`config.mk`:
```
export PLATFORM = sky130hd
export DESIGN_NAME = pas_core
export DESIGN_NICKNAME = d
export VERILOG_FILES = /design/src/pas_pkg.sv /design/src/pas_core.sv /design/src/pas_sync.sv
export VERILOG_INCLUDE_DIRS = /design/src
export SDC_FILE = /design/constraint.sdc
export NUM_CORES = 1
export LEC_CHECK = 0
export BUFFER_PORTS_ARGS = -buffer_cell sky130_fd_sc_hd__buf_2
export CAP_MARGIN = 20
export CORE_UTILIZATION = 35
export DETAILED_ROUTE_END_ITERATION = 6
export PLACE_DENSITY = 0.5
export SLEW_MARGIN = 20
export SYNTH_ARGS = -nofsm -noshare
export SYNTH_HDL_FRONTEND = slang
export SYNTH_SLANG_ARGS = --single-unit
```
`constraint.sdc`:
```
create_clock -name clk -period 6.95 [get_ports clk]
set_input_delay 1.39 -clock clk [delete_from_list [all_inputs] [get_ports clk]]
set_output_delay 1.39 -clock clk [all_outputs]
set_load 0.05 [all_outputs]
```
`src/pas_regs.svh`:
```
// timing counts and strap values for the pipelined sample port
// assumes a 25 MHz core clock; included by bare name
`ifndef PAS_REGS_SVH
`define PAS_REGS_SVH

`define PAS_CLK_PERIOD_NS   40
`define PAS_CONV_TIME_NS    150
// least time: round up to whole cycles
`define PAS_CONV_CYC \
    ((`PAS_CONV_TIME_NS + `PAS_CLK_PERIOD_NS - 1) / `PAS_CLK_PERIOD_NS)
`define PAS_REFRESH_TIME_US 1000
`define PAS_REFRESH_CYC \
    ((`PAS_REFRESH_TIME_US * 1000) / `PAS_CLK_PERIOD_NS)
// the pin filter needs four edges before the strap level is valid
`define PAS_STRAP_SETTLE    3'h4
`define PAS_REF_HI_MV       16'h1000
`define PAS_REF_LO_MV       16'h0800
`define PAS_REF_EXT_MV      16'h0000
`define PAS_CODE_MAX        12'h7FF
`define PAS_CODE_MIN        12'h800

`endif

```
`src/pas_pkg.sv`:
```
// types shared by the pipelined sample port
// assumes nothing beyond the timing header
package pas_pkg;

    typedef struct packed {
        logic [11:0] data;
        logic        ovf;
    } pas_result_t;

    typedef enum logic [1:0] {
        PAS_REF_GND,
        PAS_REF_VREF,
        PAS_REF_VDD
    } pas_ref_sel_t;

    typedef struct packed {
        logic         sclk_prev;
        pas_result_t  stage0;
        pas_result_t  stage1;
        pas_result_t  conv_word;
        pas_result_t  out;
        logic [2:0]   conv_cnt;
        logic [15:0]  idle_cnt;
        logic         refresh;
        logic [2:0]   strap_wait;
        logic         strap_done;
        pas_ref_sel_t ref_sel;
    } pas_core_state_t;

endpackage : pas_pkg

```
`src/pas_core.sv`:
```
// digital side of a 12-bit pipelined sampling converter
// assumes front-end codes on clk; sample clock, gain and strap are pins
`timescale 1ns/1ps
`include "pas_regs.svh"

// Functional notes
// RULE1 - each sample clock rise starts a conversion, both inputs taken together
// RULE2 - result reaches outputs after two more starts plus conversion time
// RULE3 - capture logic latches each result on the third following rise
// RULE4 - result is a 12-bit two's complement word, top bit is sign
// RULE5 - overflow flag high exactly when word is most positive or negative
// RULE6 - gain pin high gives unity gain, low gives double gain
// RULE7 - clock source keeps sample clock above 20 kHz for accuracy
// RULE8 - internal timer refreshes dynamic logic after 1 ms without edge
// RULE9 - strap picks 4.096 V, 2.048 V, or external reference, amp off
// RULE10 - clock source never exceeds 5 Msps
// RULE11 - data word and overflow flag change together and hold until next
module pas_core import pas_pkg::*; #(
    parameter int REFRESH_CYC = `PAS_REFRESH_CYC
) (
    // clock and reset
    input  wire logic               clk,
    input  wire logic               rst,
    // pins from the capture side and board straps
    input  wire logic               sample_clk_pin,
    input  wire logic               gain_sel_pin,
    input  wire logic [1:0]         ref_strap_pin,
    // quantiser front end, one code per input
    input  wire logic signed [11:0] ain_pos,
    input  wire logic signed [11:0] ain_neg,
    // result port
    output logic [11:0]             sample_data_bus,
    output logic                    overflow_flag,
    // housekeeping
    output logic                    refresh_pulse,
    output logic [15:0]             ref_millivolts,
    output logic                    ref_amp_enable,
    output logic                    pga_double_gain
);

    localparam int CONV_CYC_I = `PAS_CONV_CYC;
    // edges from a pin rise to the edge that takes its start; this lag
    // already counts toward the conversion time, so only the rest is waited
    localparam int SYNC_LAG   = 4;
    localparam int WAIT_CYC   = (CONV_CYC_I > SYNC_LAG) ?
                                (CONV_CYC_I - SYNC_LAG) : 0;

    // ==========================================================
    // elaboration checks
    generate
        if (REFRESH_CYC < 2 || REFRESH_CYC > 65535) begin : g_bad_ref
            $error("REFRESH_CYC must lie in 2..65535");
        end
        if (CONV_CYC_I < 1 || WAIT_CYC > 7) begin : g_bad_conv
            $error("conversion count must fit three bits");
        end
    endgenerate

    // ==========================================================
    // pin synchronisation
    logic [3:0] pins_sync;

    pas_sync #(
        .WIDTH (4)
    ) u_sync (
        .clk  (clk),
        .rst  (rst),
        .din  ({ref_strap_pin, gain_sel_pin, sample_clk_pin}),
        .dout (pins_sync)
    );

    logic       sclk;
    logic       gain_unity;
    logic [1:0] strap;
    assign sclk       = pins_sync[0];
    assign gain_unity = pins_sync[1];
    assign strap      = pins_sync[3:2];

    // ==========================================================
    // sampling and scaling
    pas_core_state_t    st;
    pas_core_state_t    next_st;
    logic               start;
    logic               commit;
    logic               commit_now;
    logic signed [12:0] diff;
    logic signed [13:0] scaled;
    pas_result_t        sample_word;

    assign start = sclk & ~st.sclk_prev;                      // [RULE1]

    // both inputs are taken in the same cycle, so skew cannot creep in
    assign diff = 13'(ain_pos) - 13'(ain_neg);                // [RULE1]

    always_comb begin
        // double gain halves the span; unity keeps it
        if (gain_unity) begin
            scaled = 14'(diff);                               // [RULE6]
        end else begin
            scaled = {diff, 1'b0};                            // [RULE6]
        end
        // saturate into the 12-bit signed range
        if (scaled > 14'sh07FF) begin
            sample_word.data = `PAS_CODE_MAX;                 // [RULE4]
        end else if (scaled < -14'sh0800) begin
            sample_word.data = `PAS_CODE_MIN;                 // [RULE4]
        end else begin
            sample_word.data = scaled[11:0];                  // [RULE4]
        end
        sample_word.ovf = (sample_word.data == `PAS_CODE_MAX) ||
                          (sample_word.data == `PAS_CODE_MIN); // [RULE5]
    end

    // ==========================================================
    // pipeline, conversion timer, refresh timer, strap capture
    // with no wait left, the word of two starts back leaves on the start
    // edge, so it stands before the next rise even at the fastest rate
    assign commit_now = start && (WAIT_CYC == 0);             // [RULE2]
    // a start during a pending conversion flushes it first, so a fast
    // clock loses no result at the cost of a shorter settle time
    assign commit = commit_now || (st.conv_cnt == 3'h1) ||
                    (start && st.conv_cnt != 3'h0);

    always_comb begin
        next_st           = st;
        next_st.sclk_prev = sclk;
        next_st.refresh   = 1'b0;
        if (commit) begin
            next_st.out = commit_now ? st.stage1 : st.conv_word; // [RULE11]
        end
        if (st.conv_cnt != 3'h0) begin
            next_st.conv_cnt = st.conv_cnt - 3'h1;            // [RULE2]
        end
        if (start) begin
            next_st.stage0    = sample_word;                  // [RULE1]
            next_st.stage1    = st.stage0;                    // [RULE2]
            next_st.conv_word = st.stage1;                    // [RULE2]
            next_st.conv_cnt  = 3'(WAIT_CYC);                 // [RULE2]
            next_st.idle_cnt  = 16'h0000;                     // [RULE8]
        end else if (st.idle_cnt == 16'(REFRESH_CYC - 1)) begin
            next_st.idle_cnt = 16'h0000;                      // [RULE8]
            next_st.refresh  = 1'b1;                          // [RULE8]
        end else begin
            next_st.idle_cnt = st.idle_cnt + 16'h0001;
        end
        // strap is static; take it once the synchroniser has settled
        if (!st.strap_done) begin
            if (st.strap_wait == `PAS_STRAP_SETTLE) begin
                next_st.strap_done = 1'b1;                    // [RULE9]
                if (strap == 2'h0) begin
                    next_st.ref_sel = PAS_REF_GND;            // [RULE9]
                end else if (strap == 2'h1) begin
                    next_st.ref_sel = PAS_REF_VREF;           // [RULE9]
                end else begin
                    next_st.ref_sel = PAS_REF_VDD;            // [RULE9]
                end
            end else begin
                next_st.strap_wait = st.strap_wait + 3'h1;
            end
        end
    end

    always_ff @(posedge clk or posedge rst) begin
        if (rst) begin
            st         <= '0;
            st.ref_sel <= PAS_REF_VDD;
        end else begin
            st <= next_st;
        end
    end

    // ==========================================================
    // outputs
    assign sample_data_bus = st.out.data;                     // [RULE4]
    assign overflow_flag   = st.out.ovf;                      // [RULE5]
    assign refresh_pulse   = st.refresh;
    assign pga_double_gain = ~gain_unity;                     // [RULE6]
    assign ref_amp_enable  = st.strap_done &&
                             (st.ref_sel != PAS_REF_VDD);     // [RULE9]
    assign ref_millivolts  = !st.strap_done ? `PAS_REF_EXT_MV :
                             (st.ref_sel == PAS_REF_GND)  ? `PAS_REF_HI_MV :
                             (st.ref_sel == PAS_REF_VREF) ? `PAS_REF_LO_MV :
                                                            `PAS_REF_EXT_MV;
endmodule : pas_core

```
`src/pas_sync.sv`:
```
// three-stage pin synchroniser with agreement filter
// assumes asynchronous pins; output moves once stages two and three agree
`timescale 1ns/1ps

module pas_sync #(
    parameter int WIDTH = 4
) (
    // clock and reset
    input  wire logic             clk,
    input  wire logic             rst,
    // pins and filtered levels
    input  wire logic [WIDTH-1:0] din,
    output logic      [WIDTH-1:0] dout
);

    typedef struct packed {
        logic [WIDTH-1:0] ff1;
        logic [WIDTH-1:0] ff2;
        logic [WIDTH-1:0] ff3;
        logic [WIDTH-1:0] lvl;
    } pas_sync_state_t;

    pas_sync_state_t  st;
    pas_sync_state_t  next_st;
    logic [WIDTH-1:0] next_lvl;

    generate
        if (WIDTH < 1) begin : g_bad
            $error("pas_sync needs a width of at least one");
        end
    endgenerate

    // ff1 is read only by ff2
    genvar i;
    generate
        for (i = 0; i < WIDTH; i++) begin : g_bit
            assign next_lvl[i] = (st.ff2[i] == st.ff3[i]) ? st.ff3[i]
                                                          : st.lvl[i];
        end
    endgenerate

    always_comb begin
        next_st     = st;
        next_st.ff1 = din;
        next_st.ff2 = st.ff1;
        next_st.ff3 = st.ff2;
        next_st.lvl = next_lvl;
    end

    always_ff @(posedge clk or posedge rst) begin
        if (rst) begin
            st <= '0;
        end else begin
            st <= next_st;
        end
    end

    assign dout = st.lvl;

endmodule : pas_sync

```
==> run_results.csv, run 1 <==
group,metric,value,unit
status,status,"finished, final reports clean",
floorplanning,design.die.area,0.01406,sq mm
placement,dpl-instance-area,0.005004,sq mm
clock_network,hold_buffers,0,
drt,final_antenna_net_count,0,
layout,diodes,0,
yosys,yosysMostFrequentCell,"nand2_1",
yosys,yosys-top-cells-area,"dfrtp_1 (49%), nand2_1 (7.6%), ha_1 (4.7%), buf_4 (4.1%), nor2_1 (3.7%)",
pwr,p_sw_share,34.25,%
sta,final.setup.worst_slack,3.250,ns
worst_setup_path,r2r_end,"st[65]",
pwr,power.net_switching,0.6045,mW
worst_setup_path,rr_worst_depth,7,
yosys,yosysUniqueCellTypes,55,
worst_hold_path,whs_path_depth,0,
floorplanning,start_util,35.91,%
drt,wl,8255,microns
pwr,p_int,1.160,mW
layout,fill_cells,1357,
sta,finalSetupViolations,0,
worst_hold_path,min_path_type,"reg2reg",
floorplanning,die_w,118.6,microns
worst_setup_path,timing.rr.start,"u_sync.dout[1]",
pwr,combPwrFrac,28.1,%
floorplanning,die_h,118.6,microns
yosys,yosys_most_used_dff,"dfrtp_1",
grt,antenna_found_initial,0,
placement,dp_worst_setup_slack,2.918,ns
layout,final_cells,700,
worst_hold_path,holdPathEnd,"u_sync.next_st[6]",
yosys,seq_area_frac_synth,50.01,%
yosys,synth_top_cell_by_area,"dfrtp_1",
grt,gr-total-overflow,0,
pwr,cellLeakagePower,2.540,nW
grt,track_usage,13.00,%
worst_setup_path,cp.depth,12,
floorplanning,num_rows,42,
layout,stdcell_area,0.005319,sq mm
drt,routed-via-count,3258,
worst_setup_path,critPathKind,"in2reg",
yosys,synth_edf_count,0,
sta,finalHoldViolations,0,
yosys,synthArstFlopShare,100.0,%
worst_setup_path,start_kind,"primary input",
clock_network,clk_pin_slew,0.07,ns
grt,first_global_vias,3248,
sta,slew_violations,0,
floorplanning,ios,62,
clock_network,clkSinkCount,95,
placement,dpl.hpwl,5830,microns
worst_setup_path,crit_buf_inv,2,
drt,drt_iter0_markers,173,
sta,tightest_slew,0.9360,ns
pwr,p_total,1.765,mW
drt,drc_errors,0,
floorplanning,coreArea,0.01324,sq mm
worst_setup_path,critPathCaptureType,"register",
clock_network,htreeDepth,3,
sta,setup_tns,0,ns
layout,num-nets-final,568,
worst_setup_path,rrSetupSlack,4.64,ns
layout,area_delta_synth_final,11.84,%
sta,rsz0062_at_grt,"no",
clock_network,cts_buffer_depth,2,
pwr,peakVddDrop,0.0001258,V
clock_network,cts_tree,"yes",
worst_setup_path,cp_max_fo,9,
worst_setup_path,critPathTopFamily,"compound AO/OA/AOI/OAI gates",
drt,routed_via_density,4.654,
drt,wl_per_cell,11.79,microns
sta,fin_crit_sh,53.23,%
worst_hold_path,worstHoldStart,"u_sync.next_st[10]",
yosys,synth_area,0.004756,sq mm
yosys,syn_inst,492,
clock_network,cts_resized,0,
placement,dp.cells,684,
layout,drive_above_1_share,17.18,%
worst_setup_path,cp_slowest_cell,"or3_1",
sta,skew,0.006777,ns
yosys,synth_top_area_share,49.46,%
clock_network,cts_setup_buffers,0,
clock_network,numCtsBuffers,9,
pwr,pwr-share-seq,42.9,%
worst_setup_path,path_cells,"buf_2 > inv_1 > ha_1 > fa_1 > nor2b_1 > o311ai_1 > a21boi_1 > nand4_1 > a41oi_2 > or3_1 > a31oi_1 > a21oi_1",
sta,max_freq,270.3,MHz
clock_network,root_buffer,"clkbuf_16",
run,max-cap-violations,0,
grt,grt_start_max_net_pins,76,
sta,slew_headroom,37.60,%
grt,grt_pass1_wl,15010,microns
drt,dr.pass1.iters,5,
worst_setup_path,cp_slowest_stage_delay,0.54,ns
pwr,p_per_area,331.8,mW/mm^2
sta,fin_crit,3.700,ns
clock_network,clk_latency,0.33,ns
pwr,power_frac_clock,29.0,%
worst_setup_path,critPathArrivalTime,3.89,ns
yosys,syn_avg_cell_area,9.666,sq um
yosys,synth_common_cells,"nand2_1 (96), dfrtp_1 (94), nor2_1 (47)",
worst_setup_path,required,7.14,ns
placement,gp_congestion,0.7693,
yosys,synth_warnings,0,
yosys,ys_ff_latch,95,
placement,numPortBuffers,47,
-- routing by layer --
| metal | vias to the layer above | share of wire (%) | routed length (microns) | track usage (%) |
|---|---|---|---|---|
| met2 | 57 | 44 | 3644 | 20.65 |
| met3 | 15 | 2.6 | 218 | 1.786 |
| met5 | - | 0 | 0 | 0 |
| met1 | 1541 | 51 | 4206 | 17.51 |
| met4 | 0 | 2.2 | 185 | 6.092 |
| li1 | 1645 | - | - | - |
-- sequential cells by signal, indices dropped and copies added (netlist names) --
| register | count |
|---|---|
| st | 65 |
| overflow_flag | 1 |
| u_sync.st | 4 |
| u_sync.next_st | 8 |
| sample_data_bus | 12 |
| u_sync.dout | 4 |
| refresh_pulse | 1 |
-- placed cells by master, fill, tap and decap left out, drive strengths merged, types with 2 or more instances in the layout --
cell type / count
a2111oi: 2
a211oi: 3
a21boi: 2
a21o: 4
a21oi: 23
a31oi: 12
a41oi: 2
and3: 3
buf: 51
bufinv: 2
clkbuf: 10
clkinv: 4
conb: 14
dfrtp: 94
ha: 18
inv: 21
maj3: 5
mux2: 14
mux2i: 4
nand2: 96
nand2b: 7
nand3: 13
nand3b: 2
nand4: 4
nor2: 47
nor2b: 4
nor3: 3
nor3b: 2
nor4: 2
o21ai: 9
or3: 3
xnor2: 14
xor2: 14
-- power by group through the flow --
stage / Sequential, mW / Clock (mW) / Combinational (mW)
2_1_floorplan: 0.756 / 0 / 0.454
3_3_place_gp: 0.766 / 0 / 0.498
3_5_place_dp: 0.769 / 0 / 0.501
4_1_cts: 0.759 / 0.531 / 0.504
5_1_grt: 0.777 / 0.552 / 0.552
6_report: 0.757 / 0.512 / 0.496
-- kinds of logic (layout without fill, tap and decap cells) --
kind of cell    Yosys count  in the layout  share of synthesized area [%]
simple gates            189            189                          17.07
flops                    95             95                          50.01
buf+inv                  70             89                          7.840
compound gates           67             67                          9.445
xor+xnor                 28             28                          5.157
fa+ha+maj                24             24                          6.235
mux                      18             18                          4.157
other cells               1             14                        0.07885
-- through the flow --
stage	util, %	hold slack [ns]
5_1_grt	40.16	0.3573
3_5_place_dp	37.78	0.3355
6_report	40.16	0.3478
3_3_place_gp	37.78	0.3318
4_1_cts	40.16	0.3508
2_1_floorplan	-	0.3312
-- how the worst max path moves through the flow --
| stage | from | to | slack, ns |
|---|---|---|---|
| after floorplan | rst | overflow_flag | 3.08 |
| after global placement | ain_pos[0] | st[67] | 3.02 |
| after detailed placement | ain_pos[0] | st[70] | 2.92 |
| after CTS | ain_pos[0] | st[70] | 3.26 |
| after global routing | ain_pos[0] | st[69] | 3.01 |
| final | ain_pos[0] | st[70] | 3.25 |
-- cell type report --
cell class / instances / area, sq um / share of cell area (%)
Clock inverter: 6 / 86.33 / 1.623
Tap cell: 176 / 220.2 / 4.140
Timing Repair Buffer: 51 / 265.3 / 4.987
Inverter: 22 / 83.83 / 1.576
Sequential cell: 95 / 2379 / 44.72
Multi-Input combinational cell: 340 / 2056 / 38.65
Clock buffer: 10 / 229.0 / 4.305
No activity file was read; power rests on OpenSTA's default activity.
==> run 2: changes to the inputs <==
Settings changed: ABC_AREA set to 1.
Clock period 6.95 ns to 3.7 ns, I/O delays scaled along.
==> run 2 against run 1 <==
  * Utilization grew 0.095 points
  * Area after synthesis grew 6.1%
  * Clock-buffer cell count grew 2
  * Combinational power grew 85%
  * Non-clock buffer count grew 1
  * Total power grew 82%
  * Via count grew 18%
  * Worst hold slack gained 0.0012 ns
  * Synthesized cell count grew 27%
  * First-iteration DRC count grew 21%
  * Clock power grew 76%
  * Critical path type unchanged
==> run_results.csv, run 2 <==
group,metric,value,unit
clock_network,clk_latency,0.34,ns
sta,slew_headroom,48.35,%
clock_network,cts_buffer_depth,2,
clock_network,numCtsBuffers,9,
sta,finalSetupViolations,0,
worst_setup_path,critPathArrivalTime,3.17,ns
status,status,"finished, final reports clean",
layout,diodes,0,
pwr,power.net_switching,1.141,mW
yosys,synth_compound_area_share,6.619,%
worst_setup_path,critPathCaptureType,"register",
clock_network,cts_setup_buffers,0,
drt,dr.pass1.iters,5,
sta,fin_hold_ws,0.3489,ns
pwr,peakVddDrop,0.0002480,V
yosys,synth_top_area_share,46.60,%
yosys,synth_area,0.005047,sq mm
drt,drt_iter0_markers,210,
grt,gr-total-overflow,0,
sta,skew,0.008599,ns
worst_setup_path,start_kind,"primary input",
yosys,synth_common_cells,"nand2_1 (177), dfrtp_1 (94), inv_1 (71)",
grt,track_usage,14.18,%
clock_network,cts_tree,"yes",
worst_setup_path,critPathKind,"in2reg",
worst_setup_path,required,3.97,ns
sta,tightest_slew,0.7739,ns
floorplanning,ios,62,
clock_network,htreeDepth,3,
yosys,syn_inst,626,
yosys,synthAdderAreaFrac,5.652,%
worst_setup_path,cp_max_fo,11,
yosys,synth_xor_area_share,1.041,%
worst_setup_path,cp_slowest_cell,"o21ai_1",
worst_setup_path,crit_top_cell,"nand2_1",
sta,fin_crit,2.895,ns
placement,gp_congestion,0.8048,
yosys,seq_area_frac_synth,47.12,%
layout,largest_reg_flops,65,
grt,antenna_found_initial,0,
floorplanning,design.die.area,0.01490,sq mm
clock_network,hold_buffers,0,
layout,num-nets-final,709,
sta,rsz0062_at_grt,"no",
pwr,p_sw_share,35.51,%
grt,grt_pass1_wl,17080,microns
clock_network,cts_resized,0,
worst_setup_path,critPathTopFamily,"simple AND/OR/NAND/NOR gates",
yosys,yosys_most_used_dff,"dfrtp_1",
layout,area_delta_synth_final,11.58,%
yosys,synth_top_cell_by_area,"dfrtp_1",
drt,final_antenna_net_count,0,
layout,stdcell_area,0.005632,sq mm
yosys,yosys-top-cells-area,"dfrtp_1 (47%), nand2_1 (13%), inv_1 (5.3%), ha_1 (4.5%), nor2_1 (4.1%)",
grt,first_global_vias,3775,
floorplanning,coreArea,0.01399,sq mm
layout,largest_register,"st",
clock_network,clkSinkCount,95,
worst_setup_path,cp_slowest_stage_delay,0.60,ns
drt,drc_errors,0,
worst_setup_path,path_cells,"buf_2 > inv_1 > ha_1 > fa_1 > inv_1 > nand3_1 > nand3_1 > nand2_1 > nand3_1 > inv_1 > o21ai_1 > nand2_1 > nor2_1 > nand2_1 > nand2_1 > nand2_1 > nand2_1",
yosys,synth_warnings,0,
pwr,p_per_area,570.6,mW/mm^2
floorplanning,start_util,36.08,%
sta,finalHoldViolations,0,
yosys,ys_ff_latch,95,
drt,wl_per_cell,11.22,microns
pwr,combPwrFrac,28.6,%
floorplanning,die_h,122.1,microns
sta,setup_tns,0,ns
sta,fin_crit_sh,78.24,%
run,max-cap-violations,0,
sta,max_freq,345.4,MHz
pwr,p_int,2.072,mW
floorplanning,die_w,122.1,microns
layout,layout_commonest_cell,"nand2_1",
yosys,yosysMostFrequentCell,"nand2_1",
clock_network,root_buffer,"clkbuf_16",
worst_hold_path,min_path_type,"reg2reg",
drt,routed-via-count,3838,
yosys,synth_top_family_by_area,"simple AND/OR/NAND/NOR gates",
layout,final_cells,845,
grt,grt_start_max_net_pins,53,
yosys,synthMuxAreaShare,0.2231,%
drt,routed_via_density,4.542,
layout,drive_above_1_share,16.39,%
placement,dpl-instance-area,0.005346,sq mm
layout,mostFrequentLayoutCells,"nand2_1 (177), dfrtp_1 (94), inv_1 (70), nor2_1 (54), buf_2 (47)",
clock_network,clk_pin_slew,0.06,ns
yosys,synthArstFlopShare,100.0,%
yosys,syn_avg_cell_area,8.063,sq um
worst_setup_path,crit_buf_inv,4,
yosys,synth_edf_count,0,
pwr,cellLeakagePower,2.923,nW
yosys,synth-simple-area-share,27.99,%
placement,dpl.hpwl,6969,microns
floorplanning,num_rows,43,
placement,dp.cells,829,
sta,slew_violations,0,
pwr,power_frac_clock,28.0,%
placement,numPortBuffers,47,
drt,wl,9483,microns
yosys,yosysUniqueCellTypes,42,
pwr,pwr-share-seq,43.5,%
==> run 2: power by group through the flow <==
stage | combinational [mW] | clock [mW] | sequential (mW)
after floorplan | 0.823 | 0 | 1.40
final | 0.917 | 0.899 | 1.40
after global routing | 1.04 | 0.971 | 1.43
after CTS | 0.932 | 0.929 | 1.40
after detailed placement | 0.929 | 0 | 1.42
after global placement | 0.915 | 0 | 1.41
==> run 2: cell families (layout without fill, tap and decap cells) <==
group / after synthesis / count (layout)
AND/OR/NAND/NOR: 321 / 321
flip-flops: 95 / 95
multiplexers: 1 / 1
other: 1 / 14
AO/OA/AOI/OAI: 57 / 57
XOR/XNOR: 6 / 6
adder cells (fa/ha/maj): 23 / 23
buffers and inverters: 122 / 148
==> run 2: path summary, 6_finish.rpt <==
kind	cells after the start	slack (ns)	end	start
max reg2reg	10	1.23	st[65]	u_sync.dout[1]
max	17	0.81	st[65]	ain_pos[0]
min in group asynchronous	2	0.52	st[18]	rst
min reg2reg	0	0.35	u_sync.next_st[6]	u_sync.next_st[10]
min	0	0.35	u_sync.next_st[6]	u_sync.next_st[10]
max in group asynchronous	3	2.46	u_sync.next_st[8]	rst
==> run 2: through the flow <==
step           utilization [%]  total power, mW  setup WS, ns
6_report                 40.26            3.213        0.8052
3_3_place_gp             38.22            2.322        0.2661
2_1_floorplan                -            2.219        0.4846
4_1_cts                  40.26            3.262        0.4811
3_5_place_dp             38.22            2.348        0.1417
5_1_grt                  40.26            3.445        0.4986
==> run 2: area by class of cell <==
| cell class | count | area (sq um) |
|---|---|---|
| Fill cell | 1476 | 8357 |
| Sequential cell | 95 | 2379 |
| Multi-Input combinational cell | 422 | 2156 |
| Inverter | 80 | 301.5 |
| Timing Repair Buffer | 52 | 285.3 |
| Clock buffer | 12 | 236.5 |
| Tap cell | 180 | 225.2 |
| Clock inverter | 4 | 48.80 |
==> run 2: metal layers <==
layer / track usage (%) / share of wire (%) / vias up
met2: 23.48 / 45 / 63
met5: 0 / 0 / -
met3: 2.903 / 3.1 / 10
met4: 4.345 / 1.4 / 0
li1: - / - / 2015
met1: 18.54 / 50 / 1750
==> run 3: changes to the inputs <==
Clock period 3.7 ns to 2.9 ns, I/O delays scaled along.
==> run 3 against run 2 <==
  * Critical endpoint unchanged
  * Flip-flop and latch count stayed put
  * Global-route usage is 0.15 points lower
  * Register-to-register slack worse by 0.36 ns
  * Via count is 0.96% lower
  * Clock-buffer cell count is 2 higher
  * Worst hold slack worse by 0.0025 ns
==> run_results.csv, run 3 (same netlist as run 2, synthesis figures left out) <==
group,metric,value,unit
sta,slew_headroom,46.15,%
sta,fin_hold_ws,0.3464,ns
grt,antenna_found_initial,0,
worst_setup_path,critPathLaunch,"ain_pos[0]",
worst_setup_path,path_cells,"buf_2 > inv_1 > ha_1 > fa_1 > inv_1 > nand3_1 > nand2_2 > nand2_2 > nand2_2 > nand2_2 > nand2_1 > nand2_1 > nand2_2 > inv_2 > nand2_4 > nand2_1 > nand3_1 > nor2_1 > nand2_1 > nand2_1 > nand2_1 > nand2_1",
clock_network,clk_pin_slew,0.06,ns
worst_setup_path,crit_top_cell,"nand2_1",
grt,gr-total-overflow,0,
worst_setup_path,cp_slowest_cell,"fa_1",
drt,drt_iter0_markers,212,
grt,grt_pass1_wl,16770,microns
sta,fin_crit_sh,84.15,%
drt,final_antenna_net_count,0,
grt,grt_start_max_net_pins,96,
pwr,peakVddDrop,0.0003016,V
drt,drc_errors,0,
layout,area.sequential,0.002379,sq mm
layout,multi_input_area,0.002156,sq mm
sta,rsz0062_at_grt,"no",
floorplanning,die_h,122.1,microns
worst_setup_path,critPathCaptureType,"register",
run,max-cap-violations,0,
worst_setup_path,critPathKind,"in2reg",
clock_network,cts_setup_buffers,0,
clock_network,cts_buffer_depth,2,
grt,track_usage,14.03,%
worst_setup_path,rr_worst_depth,14,
sta,max_freq,409.8,MHz
status,status,"finished, final reports clean",
floorplanning,start_util,36.08,%
sta,finalSetupViolations,0,
floorplanning,die_w,122.1,microns
clock_network,cts_tree,"yes",
worst_hold_path,min_path_type,"in2reg",
placement,dpl-instance-area,0.005349,sq mm
layout,layout_commonest_cell,"nand2_1",
layout,mostFrequentLayoutCells,"nand2_1 (177), dfrtp_1 (94), inv_1 (70), nor2_1 (54), buf_2 (47)",
layout,stdcell_area,0.005629,sq mm
placement,numPortBuffers,47,
sta,skew,0.008312,ns
worst_setup_path,start_kind,"primary input",
layout,largest_register,"st",
pwr,cellLeakagePower,2.911,nW
layout,fill_cells,1476,
worst_setup_path,timing.rr.start,"st[7]",
worst_setup_path,worstSetupEndpoint,"st[65]",
drt,wl,9441,microns
sta,setup_tns,0,ns
clock_network,htreeDepth,3,
clock_network,clkSinkCount,95,
clock_network,clk_latency,0.34,ns
sta,slew_violations,0,
floorplanning,ios,62,
clock_network,cts_resized,0,
layout,area_delta_synth_final,11.53,%
drt,routed-via-count,3801,
floorplanning,coreArea,0.01399,sq mm
layout,num-nets-final,709,
layout,diodes,0,
layout,drive_above_1_share,16.39,%
sta,fin_crit,2.440,ns
grt,first_global_vias,3638,
worst_setup_path,critPathArrivalTime,2.66,ns
clock_network,numCtsBuffers,9,
worst_setup_path,cp_max_fo,13,
placement,dpl.hpwl,6928,microns
worst_setup_path,cp_slowest_stage_delay,0.40,ns
layout,largest_reg_flops,65,
floorplanning,num_rows,43,
clock_network,root_buffer,"clkbuf_16",
worst_setup_path,r2r_end,"st[21]",
pwr,p_per_area,721.1,mW/mm^2
placement,gp_congestion,0.8158,
sta,finalHoldViolations,0,
drt,wl_per_cell,11.17,microns
drt,dr.pass1.iters,4,
worst_setup_path,required,3.12,ns
sta,tightest_slew,0.8058,ns
drt,routed_via_density,4.498,
clock_network,hold_buffers,0,
floorplanning,design.die.area,0.01490,sq mm
worst_setup_path,rrSetupSlack,0.87,ns
[run 3: cell types whose count changed in the layout (fill, tap and decap cells not counted)]
| cell | before | now |
|---|---|---|
| clkinvlp_4 | 0 | 2 |
| clkbuf_8 | 0 | 2 |
| bufinv_16 | 1 | 0 |
| o21ai_0 | 13 | 14 |
| o21ai_1 | 2 | 1 |
| clkinv_2 | 3 | 0 |
[run 3: metrics by stage]
step	instances	setup slack [ns]	total power [mW]	util (%)
after detailed placement	829	0.1089	2.993	38.24
after floorplan	639	0.3816	2.832	-
after CTS	845	0.4535	4.122	40.24
final	845	0.4596	4.059	40.24
after global routing	845	0.1956	4.353	40.24
after global placement	829	0.1675	2.969	38.24
[run 3: per-layer routing]
| metal | global-route usage [%] | vias to the layer above | share of wire [%] |
|---|---|---|---|
| met5 | 0 | - | 0 |
| met4 | 6.098 | 0 | 2.4 |
| met3 | 2.903 | 15 | 3.4 |
| met2 | 21.36 | 66 | 43 |
| met1 | 19.19 | 1715 | 51 |
| li1 | - | 2005 | - |
[run 3: final cells by class]
type	instances	area share, %
Inverter	80	5.401
Clock inverter	2	0.2890
Multi-Input combinational cell	422	38.30
Tap cell	180	4.001
Clock buffer	14	4.690
Timing Repair Buffer	52	5.068
Sequential cell	95	42.25
[run 3: how the worst min path moves through the flow]
stage	start	endpoint	slack, ns	depth (start not counted)
after global routing	ref_strap_pin[1]	u_sync.next_st[11]	0.33	1
after floorplan	u_sync.next_st[8]	u_sync.next_st[4]	0.33	0
after global placement	u_sync.next_st[10]	u_sync.next_st[6]	0.33	0
after detailed placement	u_sync.next_st[8]	u_sync.next_st[4]	0.34	0
after CTS	ref_strap_pin[0]	u_sync.next_st[10]	0.33	1
final	sample_clk_pin	u_sync.next_st[8]	0.35	1
[run 3: worst max-delay path, delay by kind of cell]
family	cells	cell delay [ns]
AND/OR/NAND/NOR	16	1.20
adder cells (fa/ha/maj)	2	0.62
buffers and inverters	4	0.25
[run 3: power by group]
| part | internal [mW] | switching [mW] |
|---|---|---|
| clock network | 0.631 | 0.477 |
| registers | 1.63 | 0.144 |
| logic | 0.346 | 0.829 |
